[src/logic/cis_pkg.sv]
// Constants and types for the two-wire control slave.
// Assumes nothing beyond a SystemVerilog compiler.
package cis_pkg;
    localparam logic [6:0] CIS_ADDR_BASE    = 7'h18;
    localparam logic [1:0] CIS_ADDR_CFG_RST = 2'h2;
    localparam logic       CIS_MODE_PAGE    = 1'h0;
    localparam logic       CIS_MODE_REPEAT  = 1'h1;
    localparam int         CIS_MAP_DEPTH    = 256;
    localparam logic [7:0] CIS_MAP_LAST     = 8'hff;
    localparam logic [7:0] CIS_MAP_RST      = 8'h00;
    localparam logic [7:0] CIS_READ_ZERO    = 8'h00;
    localparam logic [2:0] CIS_BIT_LAST     = 3'h7;
    localparam logic [2:0] CIS_BIT_FIRST    = 3'h0;
    localparam logic       CIS_RW_READ      = 1'h1;
    localparam int         CIS_CLK_MHZ      = 100;
    localparam int         CIS_HS_KHZ       = 3400;

    typedef enum logic [2:0] {
        CIS_IDLE,
        CIS_RX,
        CIS_RX_ACK,
        CIS_TX,
        CIS_TX_ACK,
        CIS_IGNORE
    } cis_state_e;

    typedef enum logic [1:0] {
        CIS_BYTE_DEV,
        CIS_BYTE_REG,
        CIS_BYTE_DATA
    } cis_byte_e;
endpackage

[src/logic/cis_sync.sv]
// Three-flop synchroniser for the bus pins: level from the second flop, edges from the second and third.
// Assumes raw pin levels from outside the clock domain.
`timescale 1ns/1ns
`default_nettype none
module cis_sync
    import cis_pkg::*;
(
    input  wire logic clk_i,
    input  wire logic rst_i,
    input  wire logic pin_i,
    output logic      lvl_o,
    output logic      rise_o,
    output logic      fall_o
);
    typedef struct packed {
        logic s1;
        logic s2;
        logic s3;
    } cis_sync_s;

    cis_sync_s st_r;
    cis_sync_s st_nxt;

    always_comb begin
        st_nxt    = st_r;
        st_nxt.s1 = pin_i;
        st_nxt.s2 = st_r.s1;
        st_nxt.s3 = st_r.s2;
    end

    always_ff @(posedge clk_i) begin
        if (rst_i) begin
            st_r <= '{s1: 1'b1, s2: 1'b1, s3: 1'b1};
        end else begin
            st_r <= st_nxt;
        end
    end

    assign lvl_o  = st_r.s2;
    assign rise_o = st_r.s2 & ~st_r.s3;
    assign fall_o = ~st_r.s2 & st_r.s3;
endmodule
`default_nettype wire

[src/logic/cis_slave.sv]
// Two-wire control port slave with a byte-wide register map.
// Assumes external pull-ups; the host is bus master and clocks every bit.
`timescale 1ns/1ns
`default_nettype none
module cis_slave
    import cis_pkg::*;
(
    input  wire logic       clk_i,
    input  wire logic       rst_i,
    input  wire logic       enable_i,
    input  wire logic [1:0] addr_cfg_i,
    input  wire logic       write_mode_i,
    input  wire logic       scl_i,
    input  wire logic       sda_i,
    output logic            sda_o,
    output logic            sda_oe_o,
    output logic [7:0]      reg_addr_o,
    output logic            wr_pulse_o,
    output logic [7:0]      wr_data_o,
    output logic            busy_o
);
    // Fastest host bit time vs. our clock, kept for reference
    localparam int CIS_CYC_PER_BIT = (CIS_CLK_MHZ * 1000) / CIS_HS_KHZ;

    typedef struct packed {
        cis_state_e state;
        cis_byte_e  kind;
        logic [7:0] shift;
        logic [2:0] bitn;
        logic [7:0] ptr;
        logic       rd;
        logic       drive_low;
        logic       wr;
        logic [7:0] wdata;
        logic       ack_ok;
    } cis_st_s;

    cis_st_s st_r;
    cis_st_s st_nxt;

    logic [7:0] map_r [CIS_MAP_DEPTH];
    logic       scl_l;
    logic       scl_rise;
    logic       scl_fall;
    logic       sda_l;
    logic       sda_rise;
    logic       sda_fall;
    logic       start_c;
    logic       stop_c;
    logic [6:0] own_addr;
    logic [7:0] rd_byte;
    logic [7:0] tx_next;
    logic [7:0] ptr_inc;

    cis_sync u_scl (
        .clk_i  (clk_i),
        .rst_i  (rst_i),
        .pin_i  (scl_i),
        .lvl_o  (scl_l),
        .rise_o (scl_rise),
        .fall_o (scl_fall)
    );

    cis_sync u_sda (
        .clk_i  (clk_i),
        .rst_i  (rst_i),
        .pin_i  (sda_i),
        .lvl_o  (sda_l),
        .rise_o (sda_rise),
        .fall_o (sda_fall)
    );

    assign start_c  = sda_fall & scl_l;
    assign stop_c   = sda_rise & scl_l;
    assign own_addr = CIS_ADDR_BASE | {5'h00, addr_cfg_i};
    // Full 8-bit space is mapped; the zero path covers any narrower map
    assign rd_byte  = (st_r.ptr <= CIS_MAP_LAST) ? map_r[st_r.ptr] : CIS_READ_ZERO;
    assign ptr_inc  = (write_mode_i == CIS_MODE_PAGE) ? st_r.ptr + 8'h01 : st_r.ptr;
    assign tx_next  = (ptr_inc <= CIS_MAP_LAST) ? map_r[ptr_inc] : CIS_READ_ZERO;

    always_comb begin
        st_nxt    = st_r;
        st_nxt.wr = 1'b0;
        if (!enable_i) begin
            st_nxt.state     = CIS_IDLE;
            st_nxt.drive_low = 1'b0;
        end else if (start_c) begin
            // Repeated START keeps the pointer for a following read
            st_nxt.state     = CIS_RX;
            st_nxt.kind      = CIS_BYTE_DEV;
            st_nxt.bitn      = CIS_BIT_FIRST;
            st_nxt.ack_ok    = 1'b0;
            st_nxt.drive_low = 1'b0;
        end else if (stop_c) begin
            st_nxt.state     = CIS_IDLE;
            st_nxt.ack_ok    = 1'b0;
            st_nxt.drive_low = 1'b0;
        end else begin
            case (st_r.state)
                CIS_IDLE, CIS_IGNORE: begin
                    st_nxt.drive_low = 1'b0;
                end
                CIS_RX: begin
                    if (scl_rise) begin
                        st_nxt.shift = {st_r.shift[6:0], sda_l};
                        st_nxt.bitn  = st_r.bitn + 3'h1;
                        if (st_r.bitn == CIS_BIT_LAST) begin
                            // Eighth bit in; judge the byte in the low phase
                            st_nxt.ack_ok = 1'b1;
                        end
                    end
                    if (scl_fall && st_r.ack_ok && st_r.bitn == CIS_BIT_FIRST) begin
                        case (st_r.kind)
                            CIS_BYTE_DEV: begin
                                if (st_r.shift[7:1] == own_addr) begin
                                    st_nxt.rd        = (st_r.shift[0] == CIS_RW_READ);
                                    st_nxt.state     = CIS_RX_ACK;
                                    st_nxt.drive_low = 1'b1;
                                end else begin
                                    st_nxt.state = CIS_IGNORE;
                                end
                            end
                            CIS_BYTE_REG: begin
                                st_nxt.ptr       = st_r.shift;
                                st_nxt.state     = CIS_RX_ACK;
                                st_nxt.drive_low = 1'b1;
                            end
                            CIS_BYTE_DATA: begin
                                st_nxt.wr        = 1'b1;
                                st_nxt.wdata     = st_r.shift;
                                st_nxt.state     = CIS_RX_ACK;
                                st_nxt.drive_low = 1'b1;
                            end
                            default: st_nxt.state = CIS_IGNORE;
                        endcase
                    end
                end
                CIS_RX_ACK: begin
                    // At end of the ninth clock release, or drive the first read bit after a read address
                    if (scl_fall) begin
                        st_nxt.bitn   = CIS_BIT_FIRST;
                        st_nxt.ack_ok = 1'b0;
                        if (st_r.kind == CIS_BYTE_DEV && st_r.rd) begin
                            st_nxt.state     = CIS_TX;
                            st_nxt.shift     = rd_byte;
                            st_nxt.drive_low = ~rd_byte[7];
                        end else begin
                            st_nxt.state     = CIS_RX;
                            st_nxt.drive_low = 1'b0;
                            if (st_r.kind == CIS_BYTE_DEV) begin
                                st_nxt.kind = CIS_BYTE_REG;
                            end else if (st_r.kind == CIS_BYTE_REG) begin
                                st_nxt.kind = CIS_BYTE_DATA;
                            end else begin
                                st_nxt.ptr = ptr_inc;
                            end
                        end
                    end
                end
                CIS_TX: begin
                    if (scl_fall) begin
                        st_nxt.bitn = st_r.bitn + 3'h1;
                        if (st_r.bitn == CIS_BIT_LAST) begin
                            st_nxt.state     = CIS_TX_ACK;
                            st_nxt.drive_low = 1'b0;
                        end else begin
                            st_nxt.shift     = {st_r.shift[6:0], 1'b0};
                            st_nxt.drive_low = ~st_r.shift[6];
                        end
                    end
                end
                CIS_TX_ACK: begin
                    if (scl_rise) begin
                        st_nxt.ack_ok = ~sda_l;
                    end
                    if (scl_fall) begin
                        if (st_r.ack_ok) begin
                            st_nxt.ptr       = ptr_inc;
                            st_nxt.shift     = tx_next;
                            st_nxt.bitn      = CIS_BIT_FIRST;
                            st_nxt.state     = CIS_TX;
                            st_nxt.drive_low = ~tx_next[7];
                        end else begin
                            st_nxt.state = CIS_IGNORE;
                        end
                    end
                end
                default: begin
                    st_nxt.state     = CIS_IDLE;
                    st_nxt.drive_low = 1'b0;
                end
            endcase
        end
    end

    always_ff @(posedge clk_i) begin
        if (rst_i) begin
            st_r <= '{state: CIS_IDLE, kind: CIS_BYTE_DEV, shift: 8'h00, bitn: 3'h0,
                      ptr: 8'h00, rd: 1'b0, drive_low: 1'b0, wr: 1'b0, wdata: 8'h00,
                      ack_ok: 1'b0};
        end else begin
            st_r <= st_nxt;
        end
    end

    // Register map storage
    generate
        for (genvar i = 0; i < CIS_MAP_DEPTH; i++) begin : g_map
            always_ff @(posedge clk_i) begin
                if (rst_i) begin
                    map_r[i] <= CIS_MAP_RST;
                end else if (st_r.wr && st_r.ptr == 8'(i)) begin
                    map_r[i] <= st_r.wdata;
                end
            end
        end
    endgenerate

    // Open drain: only ever pulls low, never clocks the bus
    assign sda_o      = 1'b0;
    assign sda_oe_o   = st_r.drive_low;
    assign reg_addr_o = st_r.ptr;
    assign wr_pulse_o = st_r.wr;
    assign wr_data_o  = st_r.wdata;
    assign busy_o     = (st_r.state != CIS_IDLE) && (st_r.state != CIS_IGNORE);

    ack_addr_a: assert property (@(posedge clk_i) disable iff (rst_i)
        (st_r.state == CIS_RX && st_r.kind == CIS_BYTE_DEV && scl_fall && st_r.ack_ok
         && st_r.bitn == 3'h0 && st_r.shift[7:1] == own_addr && enable_i && !start_c && !stop_c)
        |=> sda_oe_o)
        else $error("own address not acknowledged");
    foreign_quiet_a: assert property (@(posedge clk_i) disable iff (rst_i)
        st_r.state == CIS_IGNORE |-> !sda_oe_o)
        else $error("drives bus while ignoring");
    stop_idle_a: assert property (@(posedge clk_i) disable iff (rst_i)
        (stop_c && !start_c && enable_i) |=> st_r.state == CIS_IDLE && !sda_oe_o)
        else $error("stop did not idle");
    start_rx_a: assert property (@(posedge clk_i) disable iff (rst_i)
        (start_c && enable_i) |=> st_r.state == CIS_RX && st_r.kind == CIS_BYTE_DEV)
        else $error("start not taken");
    never_high_a: assert property (@(posedge clk_i) disable iff (rst_i)
        sda_o == 1'b0)
        else $error("data driven high");
    repeat_ptr_a: assert property (@(posedge clk_i) disable iff (rst_i)
        (write_mode_i && st_r.state == CIS_TX_ACK && scl_fall && enable_i && !start_c
         && !stop_c) |=> $stable(st_r.ptr))
        else $error("repeat mode advanced pointer");
    page_ptr_a: assert property (@(posedge clk_i) disable iff (rst_i)
        (!write_mode_i && st_r.state == CIS_TX_ACK && st_r.ack_ok && scl_fall && enable_i
         && !start_c && !stop_c) |=> st_r.ptr == $past(st_r.ptr) + 8'h01)
        else $error("page read did not advance");
    write_store_a: assert property (@(posedge clk_i) disable iff (rst_i)
        wr_pulse_o |=> map_r[$past(reg_addr_o)] == $past(wr_data_o))
        else $error("write not stored");
    disabled_a: assert property (@(posedge clk_i) disable iff (rst_i)
        !enable_i |=> !sda_oe_o)
        else $error("active while disabled");

    // Byte level checks
    own_addr_a: assert property (@(posedge clk_i) disable iff (rst_i)
        own_addr == CIS_ADDR_BASE + {5'h00, addr_cfg_i})
        else $error("bus address select wrong");
    ack_hold_a: assert property (@(posedge clk_i) disable iff (rst_i)
        st_r.state == CIS_RX_ACK |-> sda_oe_o)
        else $error("acknowledge not held");
    ack_release_a: assert property (@(posedge clk_i) disable iff (rst_i)
        (st_r.state == CIS_RX_ACK && !(st_r.kind == CIS_BYTE_DEV && st_r.rd) && scl_fall
         && enable_i && !start_c && !stop_c)
        |=> !sda_oe_o)
        else $error("acknowledge not released");
    reg_ptr_a: assert property (@(posedge clk_i) disable iff (rst_i)
        (st_r.state == CIS_RX && st_r.kind == CIS_BYTE_REG && st_r.ack_ok && scl_fall
         && st_r.bitn == 3'h0 && enable_i && !start_c && !stop_c)
        |=> reg_addr_o == $past(st_r.shift))
        else $error("register address not taken");
    wr_single_a: assert property (@(posedge clk_i) disable iff (rst_i)
        wr_pulse_o |=> !wr_pulse_o)
        else $error("write pulse too long");
    page_write_a: assert property (@(posedge clk_i) disable iff (rst_i)
        (!write_mode_i && st_r.state == CIS_RX_ACK && st_r.kind == CIS_BYTE_DATA && scl_fall
         && enable_i && !start_c && !stop_c)
        |=> st_r.ptr == $past(st_r.ptr) + 8'h01)
        else $error("page write did not advance");
    repeat_write_a: assert property (@(posedge clk_i) disable iff (rst_i)
        (write_mode_i && st_r.state == CIS_RX_ACK && st_r.kind == CIS_BYTE_DATA && scl_fall
         && enable_i && !start_c && !stop_c)
        |=> $stable(st_r.ptr))
        else $error("repeat write advanced pointer");
    tx_first_a: assert property (@(posedge clk_i) disable iff (rst_i)
        (st_r.state == CIS_RX_ACK && st_r.kind == CIS_BYTE_DEV && st_r.rd && scl_fall
         && enable_i && !start_c && !stop_c)
        |=> sda_oe_o == !$past(rd_byte[7]))
        else $error("first read bit wrong");
    tx_bit_a: assert property (@(posedge clk_i) disable iff (rst_i)
        (st_r.state == CIS_TX && st_r.bitn != CIS_BIT_LAST && scl_fall
         && enable_i && !start_c && !stop_c)
        |=> sda_oe_o == !$past(st_r.shift[6]))
        else $error("read bit out of order");
    tx_end_a: assert property (@(posedge clk_i) disable iff (rst_i)
        st_r.state == CIS_TX_ACK |-> !sda_oe_o)
        else $error("host acknowledge slot driven");
    drive_edge_a: assert property (@(posedge clk_i) disable iff (rst_i)
        (enable_i && !start_c && !stop_c && !scl_fall) |=> $stable(sda_oe_o))
        else $error("data changed outside low phase");
    nak_ignore_a: assert property (@(posedge clk_i) disable iff (rst_i)
        (st_r.state == CIS_TX_ACK && !st_r.ack_ok && scl_fall && enable_i && !start_c
         && !stop_c) |=> st_r.state == CIS_IGNORE)
        else $error("host refusal not honoured");
    start_release_a: assert property (@(posedge clk_i) disable iff (rst_i)
        (start_c && enable_i) |=> !sda_oe_o)
        else $error("start did not release data");
    start_ptr_a: assert property (@(posedge clk_i) disable iff (rst_i)
        (start_c && enable_i) |=> $stable(st_r.ptr))
        else $error("start moved pointer");
    ignore_hold_a: assert property (@(posedge clk_i) disable iff (rst_i)
        (st_r.state == CIS_IGNORE && enable_i && !start_c && !stop_c)
        |=> st_r.state == CIS_IGNORE)
        else $error("left ignore without start");
endmodule
`default_nettype wire

[config.mk]
export PLATFORM = sky130hd
export DESIGN_NAME = cis_slave
export DESIGN_NICKNAME = d
export VERILOG_FILES = /design/src/logic/cis_pkg.sv /design/src/logic/cis_sync.sv /design/src/logic/cis_slave.sv
export SDC_FILE = /design/constraint.sdc
export NUM_CORES = 2
export LEC_CHECK = 0
export BUFFER_PORTS_ARGS = -buffer_cell sky130_fd_sc_hd__buf_2
export CAP_MARGIN = 20
export CORE_MARGIN = 5
export CORE_UTILIZATION = 55
export CTS_CLUSTER_DIAMETER = 30
export DETAILED_ROUTE_END_ITERATION = 12
export PLACE_DENSITY_LB_ADDON = 0.15
export SETUP_SLACK_MARGIN = 0.02
export SLEW_MARGIN = 25
export SYNTH_ARGS = -nofsm -noshare
export SYNTH_HDL_FRONTEND = slang
export SYNTH_HIERARCHICAL = 1
export SYNTH_SLANG_ARGS = --single-unit
[constraint.sdc]
create_clock -name clk_i -period 3.85 [get_ports clk_i]
set_input_delay 0.77 -clock clk_i [delete_from_list [all_inputs] [get_ports clk_i]]
set_output_delay 0.77 -clock clk_i [all_outputs]
set_load 0.005 [all_outputs]
; ---- Word-level counts from Yosys, hierarchy flattened
; Memories as Yosys holds them, arrays and structs flattened. A register that Yosys moved wholly into a read port is not among the register bits.
; Index checks and enable logic that the tools add are counted.
[word_totals]
input_bits = 8
romBits = 0
latchBits = 0
memories = 1
mem_bits_rw = 2048
out_inout_bits = 20
ff_bits = 42
wordCells = 1968
[op_classes]
n_reduce_logical = 287
shifts = 0
n_addsub = 2
bitwise = 275
n_eq_ne = 297
n_div = 0
muxes = 1087
mul = 0
n_lt_le_gt_ge = 2
[memory_table]
columns = memory, words, width, read_ports, rd_ports_with_merged_regs, wr, line_no
row1 = map_r, 256, 8, 2, 1, 256, cis_slave.sv:41  ; logic [7:0] map_r [CIS_MAP_DEPTH];
[ops]
columns = op, n
row1 = 8-bit two-way mux, 267
row2 = 8-bit equality test (second input constant), 128
row3 = 1-bit two-way mux, 785
row4 = 8-bit by 7-bit equality test with 1-bit output (second input constant), 64
row5 = 1-bit logical AND, 260
row6 = 8-bit by 6-bit equality test with 1-bit output (second input constant), 32
row7 = 1-bit bitwise OR, 256
row8 = 8-bit by 5-bit equality test with 1-bit output (second input constant), 16
row9 = 8-bit by 4-bit equality test with 1-bit output (second input constant), 8
row10 = 19-bit two-way mux, 3
row11 = 11-bit case mux with 4 select lines, 1
row12 = 8-bit by 3-bit equality test with 1-bit output (second input constant), 4
row13 = 4-bit inequality test (second input constant), 8
row14 = 2-bit inequality test (second input constant), 15
row15 = 6-bit AND reduction, 5
row16 = 2-bit two-way mux, 12
row17 = 24-bit two-way mux, 1
row18 = 3-bit two-way mux, 8
row19 = 3-bit inequality test (second input constant), 8
row20 = 8-bit case mux with 3 select lines, 1
row21 = 11-bit two-way mux, 2
row22 = 22-bit two-way mux, 1
row23 = 8-bit by 2-bit equality test with 1-bit output (second input constant), 2
row24 = 8-bit less-or-equal comparator (second input constant), 2
row25 = 33 further kinds, 61

; ---- Logic depth before layout (Yosys ltp)
[logic_depth]
word_depth = 14
ltp_mapped = 21
ltp_nobuf = 11

; ---- By module
; Netlist, hierarchy kept.
[by_module_without_submodules]
columns = module, cells_each, n_inst, seq_area_each_um2, area_per_inst_um2
row1 = cis_slave, 8723, 1, 62379.8, 118020.7
row2 = cis_sync, 8, 2, 60.1, 92.6

; ---- Worst setup path after synthesis
; OpenSTA, ideal clock, no wires.
[synth_timing]
path_kind = register to register
start = register st_r (netlist bit reg_addr_o[1])
end = register st_r[29] in the netlist's numbering
setup_slack_ns = -0.224
setup_time_ns = 0.116
stages_incl_launch_ff = 18
required_ns = 3.734
t_arrival_ns = 3.958
synth_period_minus_slack_ns = 4.074
path_buffers = 8
cell_sequence = dfxtp_1 > buf_2 > buf_2 > buf_2 > buf_2 > inv_1 > ha_1 > mux2_4 > buf_6 > buf_4 > buf_2 > buf_2 > mux4_2 > a22oi_1 > a21oi_1 > nor3_1 > o31ai_1 > a31o_1
[synth_between]
elab_chain_cells = 7
word_cells_on_any_way = 12
classes_between = add/sub (1) / order compare (2) / mux (8) / memory (1)
[synth_lines]
columns = element, line_no
row1 = start: declaration, cis_slave.sv:38  ; cis_st_s st_r;
row2 = start signal: assignment, cis_slave.sv:198  ; st_r <= '{state: CIS_IDLE, kind: CIS_BYTE_DEV, shift: 8'h00, bitn: 3'h0,
row3 = start signal: assignment, cis_slave.sv:202  ; st_r <= st_nxt;
row4 = 8-bit by 1-bit adder with 8-bit output, cis_slave.sv:78  ; assign ptr_inc = (write_mode_i == CIS_MODE_PAGE) ? st_r.ptr + 8'h01 : st_r.ptr;
row5 = 8-bit two-way mux, cis_slave.sv:78
row6 = memory read 256 x 8 bit / 8-bit less-or-equal comparator (equally long branches), -
row7 = 8-bit two-way mux, cis_slave.sv:79  ; assign tx_next = (ptr_inc <= CIS_MAP_LAST) ? map_r[ptr_inc] : CIS_READ_ZERO;
row8 = 19-bit two-way mux, cis_slave.sv:177  ; if (st_r.ack_ok) begin
row9 = 19-bit two-way mux, cis_slave.sv:176  ; if (scl_fall) begin
row10 = 11-bit case mux with 4 select lines (*), cis_slave.sv:99  ; case (st_r.state)
; Mark *: on every way between the ends. The rest lies on a longest branch, timed or not. The select of a mux whose other input is x is not followed.
; A chain may end at the register's enable or synchronous reset.

; ---- Worst setup path after layout
[layout_timing]
start = register st_r (netlist bit reg_addr_o[1])
end = register st_r[23] in the netlist's numbering
; Same word-level chain as after synthesis.

==> impl_metrics.json <==
{
  "status": "finished, violations left",
  "failed_checks": "negative setup slack",
  "hold_start": "enable_i",
  "fin_crit_sh": 1.02,
  "peakVddDrop_uv": 466,
  "crit_arrival_ps": 4810,
  "seq_area_um2": 62600,
  "fmax_mhz": 255,
  "synth-seq-cells": 2098,
  "clk_latency_ps": 1020,
  "fp.coreArea_um2": 214000,
  "drc": 0,
  "final_cell_mix": "edfxtp_1 (2048), and3_1 (1576), mux4_2 (1008)",
  "drt_iter0_drc": 15138,
  "synth-main-ff-cell": "edfxtp_1",
  "worst_slack_ps": -77.4,
  "die_w_um": 474,
  "port_buffers": 26,
  "cts_num_sinks": 2098,
  "cp.required_ps": 4730,
  "synth-seq-area-share": 0.529,
  "core.rowCount": 170,
  "htree_levels": 5,
  "grtUsageTotal": 0.420,
  "r2r_cells": 13,
  "initial_core_util": 0.552,
  "cellLeakagePower_uw": 0.0542,
  "areaGrowthSynthToFinish_pct": 20.8,
  "cp-end-kind": "register",
  "regToRegSetupSlack_ps": -80,
  "cts_tree": "yes",
  "final_common_cell": "edfxtp_1",
  "min_path_cells": 3,
  "yosys_warnings": 6,
  "startpoint": "reg_addr_o[1]",
  "dp_hpwl_um": 318000,
  "clock_skew_ps": 62.3,
  "synth.avg_cell_area_um2": 13.5,
  "die_area_um2": 224000,
  "antenna_found_initial": 30,
  "fin_hold_ws_ps": 63.5,
  "clockBufferDepth": 4,
  "multi_input_area_um2": 51300,
  "drive_above_1_share": 0.300,
  "worst_pin_slew_ps": 1050,
  "grt_setup_unrepaired": "yes",
  "vias": 90221,
  "ioPinCount": 28,
  "globalRoute.totalOverflow": 0,
  "die_y_um": 474,
  "r2r_start": "reg_addr_o[1]",
  "start_kind": "register",
  "finalHoldViolCount": 0,
  "setup_viol": 6,
  "ys_types": 85,
  "crit_path_max_fanout": 9,
  "grt_pass1_wl_um": 667000,
  "wl_um": 479000,
  "fin_util": 0.666,
  "async_flop_share": 0,
  "critical_path_class": "register to register",
  "ant_nets": 0,
  "grt_max_degree": 146,
  "min_path_type": "input port to register",
  "slew-limit-headroom": 0.299,
  "path_clk_slew_ps": 50,
  "vias_per_cell": 7.38,
  "maxCapViolCount": 0,
  "hold_end": "st_r[33]",
  "place_congestion": 1.03,
  "synthesis.area_um2": 118000,
  "wl_per_cell_um": 39.2,
  "p_per_area_nw_per_um2": 500,
  "cts_buffers": 481,
  "layout_min_cycle_time_ps": 3930,
  "r2r-end": "st_r[23]",
  "nNetsFinal": 8979,
  "grt_pass1_vias": 86514,
  "synth-edff-count": 2048,
  "root_buffer": "clkbuf_16",
  "syn_nets": 8758,
  "slew_viol_final": 0,
  "syn-instance-count": 8739,
  "dr.pass1.iters": 6,
  "fillers": 14937
}
==> what timing repair did <==
item,4_1_cts,5_1_grt
buffers inserted,6,28
resized for setup,17,42
gates cloned,1,7
pin swaps,1,8
endpoints found under the setup margin,5,9
hold buffers,2,0
endpoints found under the hold margin,2,0
==> critical path, cell delays in order (launching register included) <==
cell,delay [ps]
dfxtp_4,370
ha_2,250
buf_4,220
or4_1,470
o211ai_1,210
buf_4,200
buf_4,220
nand3_1,100
nand4_1,260
nand2_1,210
o311ai_4,480
buf_4,210
o32ai_1,140
o41a_1,450
==> power breakdown <==
group	switching [uW]	total (uW)	internal, uW
Combinational	1790	3130	1340
Sequential	745	27000	26200
Clock	13600	41300	27700
==> metal layers <==
metal  share of wire  vias to the layer above  track usage  wire (um)
met5         0.00028                        -            0        135
met4           0.065                       20        0.225      31100
met3            0.16                     1505        0.162      74300
met2            0.43                     7917        0.599     205000
met1            0.35                    45599        0.560     169000
li1                -                    35180            -          -
==> cell families (layout without fill, tap and decap cells) <==
group | count (synthesis) | count (layout) | synth area share
fa+ha+maj | 11 | 11 | 0.00116
mux | 1296 | 1297 | 0.217
compound gates | 904 | 904 | 0.0559
other cells | 1 | 20 | 0.0000317
buf+inv | 1148 | 1770 | 0.0427
flops | 2098 | 2098 | 0.529
xor+xnor | 14 | 14 | 0.00132
simple gates | 3267 | 3267 | 0.154
==> sequential cells by signal, indices dropped and copies added (netlist names), named ones only <==
| register | count |
|---|---|
| wr_pulse_o | 1 |
| sda_oe_o | 1 |
| st_r | 18 |
| u_sda/st_nxt | 1 |
| u_scl/lvl_o | 1 |
| u_sda/lvl_o | 1 |
| reg_addr_o | 8 |
| map_r | 2048 |
| u_scl/st_r | 1 |
| u_sda/st_r | 1 |
| wr_data_o | 8 |
| u_scl/st_nxt | 1 |
==> synthesized netlist by cell type, drive strengths merged (81+ instances only) <==
library cell,n,area share
a21o,153,0.0097
a21oi,96,0.0041
a22oi,109,0.0069
a31oi,81,0.0043
and2,430,0.023
and3,1591,0.084
buf,333,0.017
clkbuf,798,0.025
edfxtp,2048,0.52
mux2i,280,0.024
mux4,1008,0.19
nand2,580,0.018
nand3,188,0.0080
nor2,245,0.0078
o21bai,85,0.0054
==> stage by stage <==
step	setup TNS, ps	std cells	power (uW)	setup slack, ps	instance area, um^2
2_1_floorplan	0	8739	28700	40.4	118000
3_3_place_gp	-3560	11270	30200	-861	126000
3_5_place_dp	-3330	11271	30300	-733	126000
4_1_cts	0	12165	71200	21.4	142000
5_1_grt	-3.42	12204	72700	-3.42	143000
6_report	-127	12219	71400	-77.4	143000
==> how the worst max path moves through the flow <==
stage                     to  depth (start not counted)
finish              st_r[23]                         13
global route        st_r[23]                         11
CTS                 st_r[28]                         15
detailed placement  st_r[23]                         12
global placement    st_r[23]                         12
floorplan           st_r[23]                         18
==> final cells by class <==
class	instances	area share
Antenna cell	19	0.000333
Clock buffer	539	0.0865
Clock inverter	346	0.0278
Inverter	17	0.000517
Multi-Input combinational cell	5494	0.360
Sequential cell	2098	0.438
Tap cell	2838	0.0249
Timing Repair Buffer	868	0.0623
(Power assumes the default switching activity.)
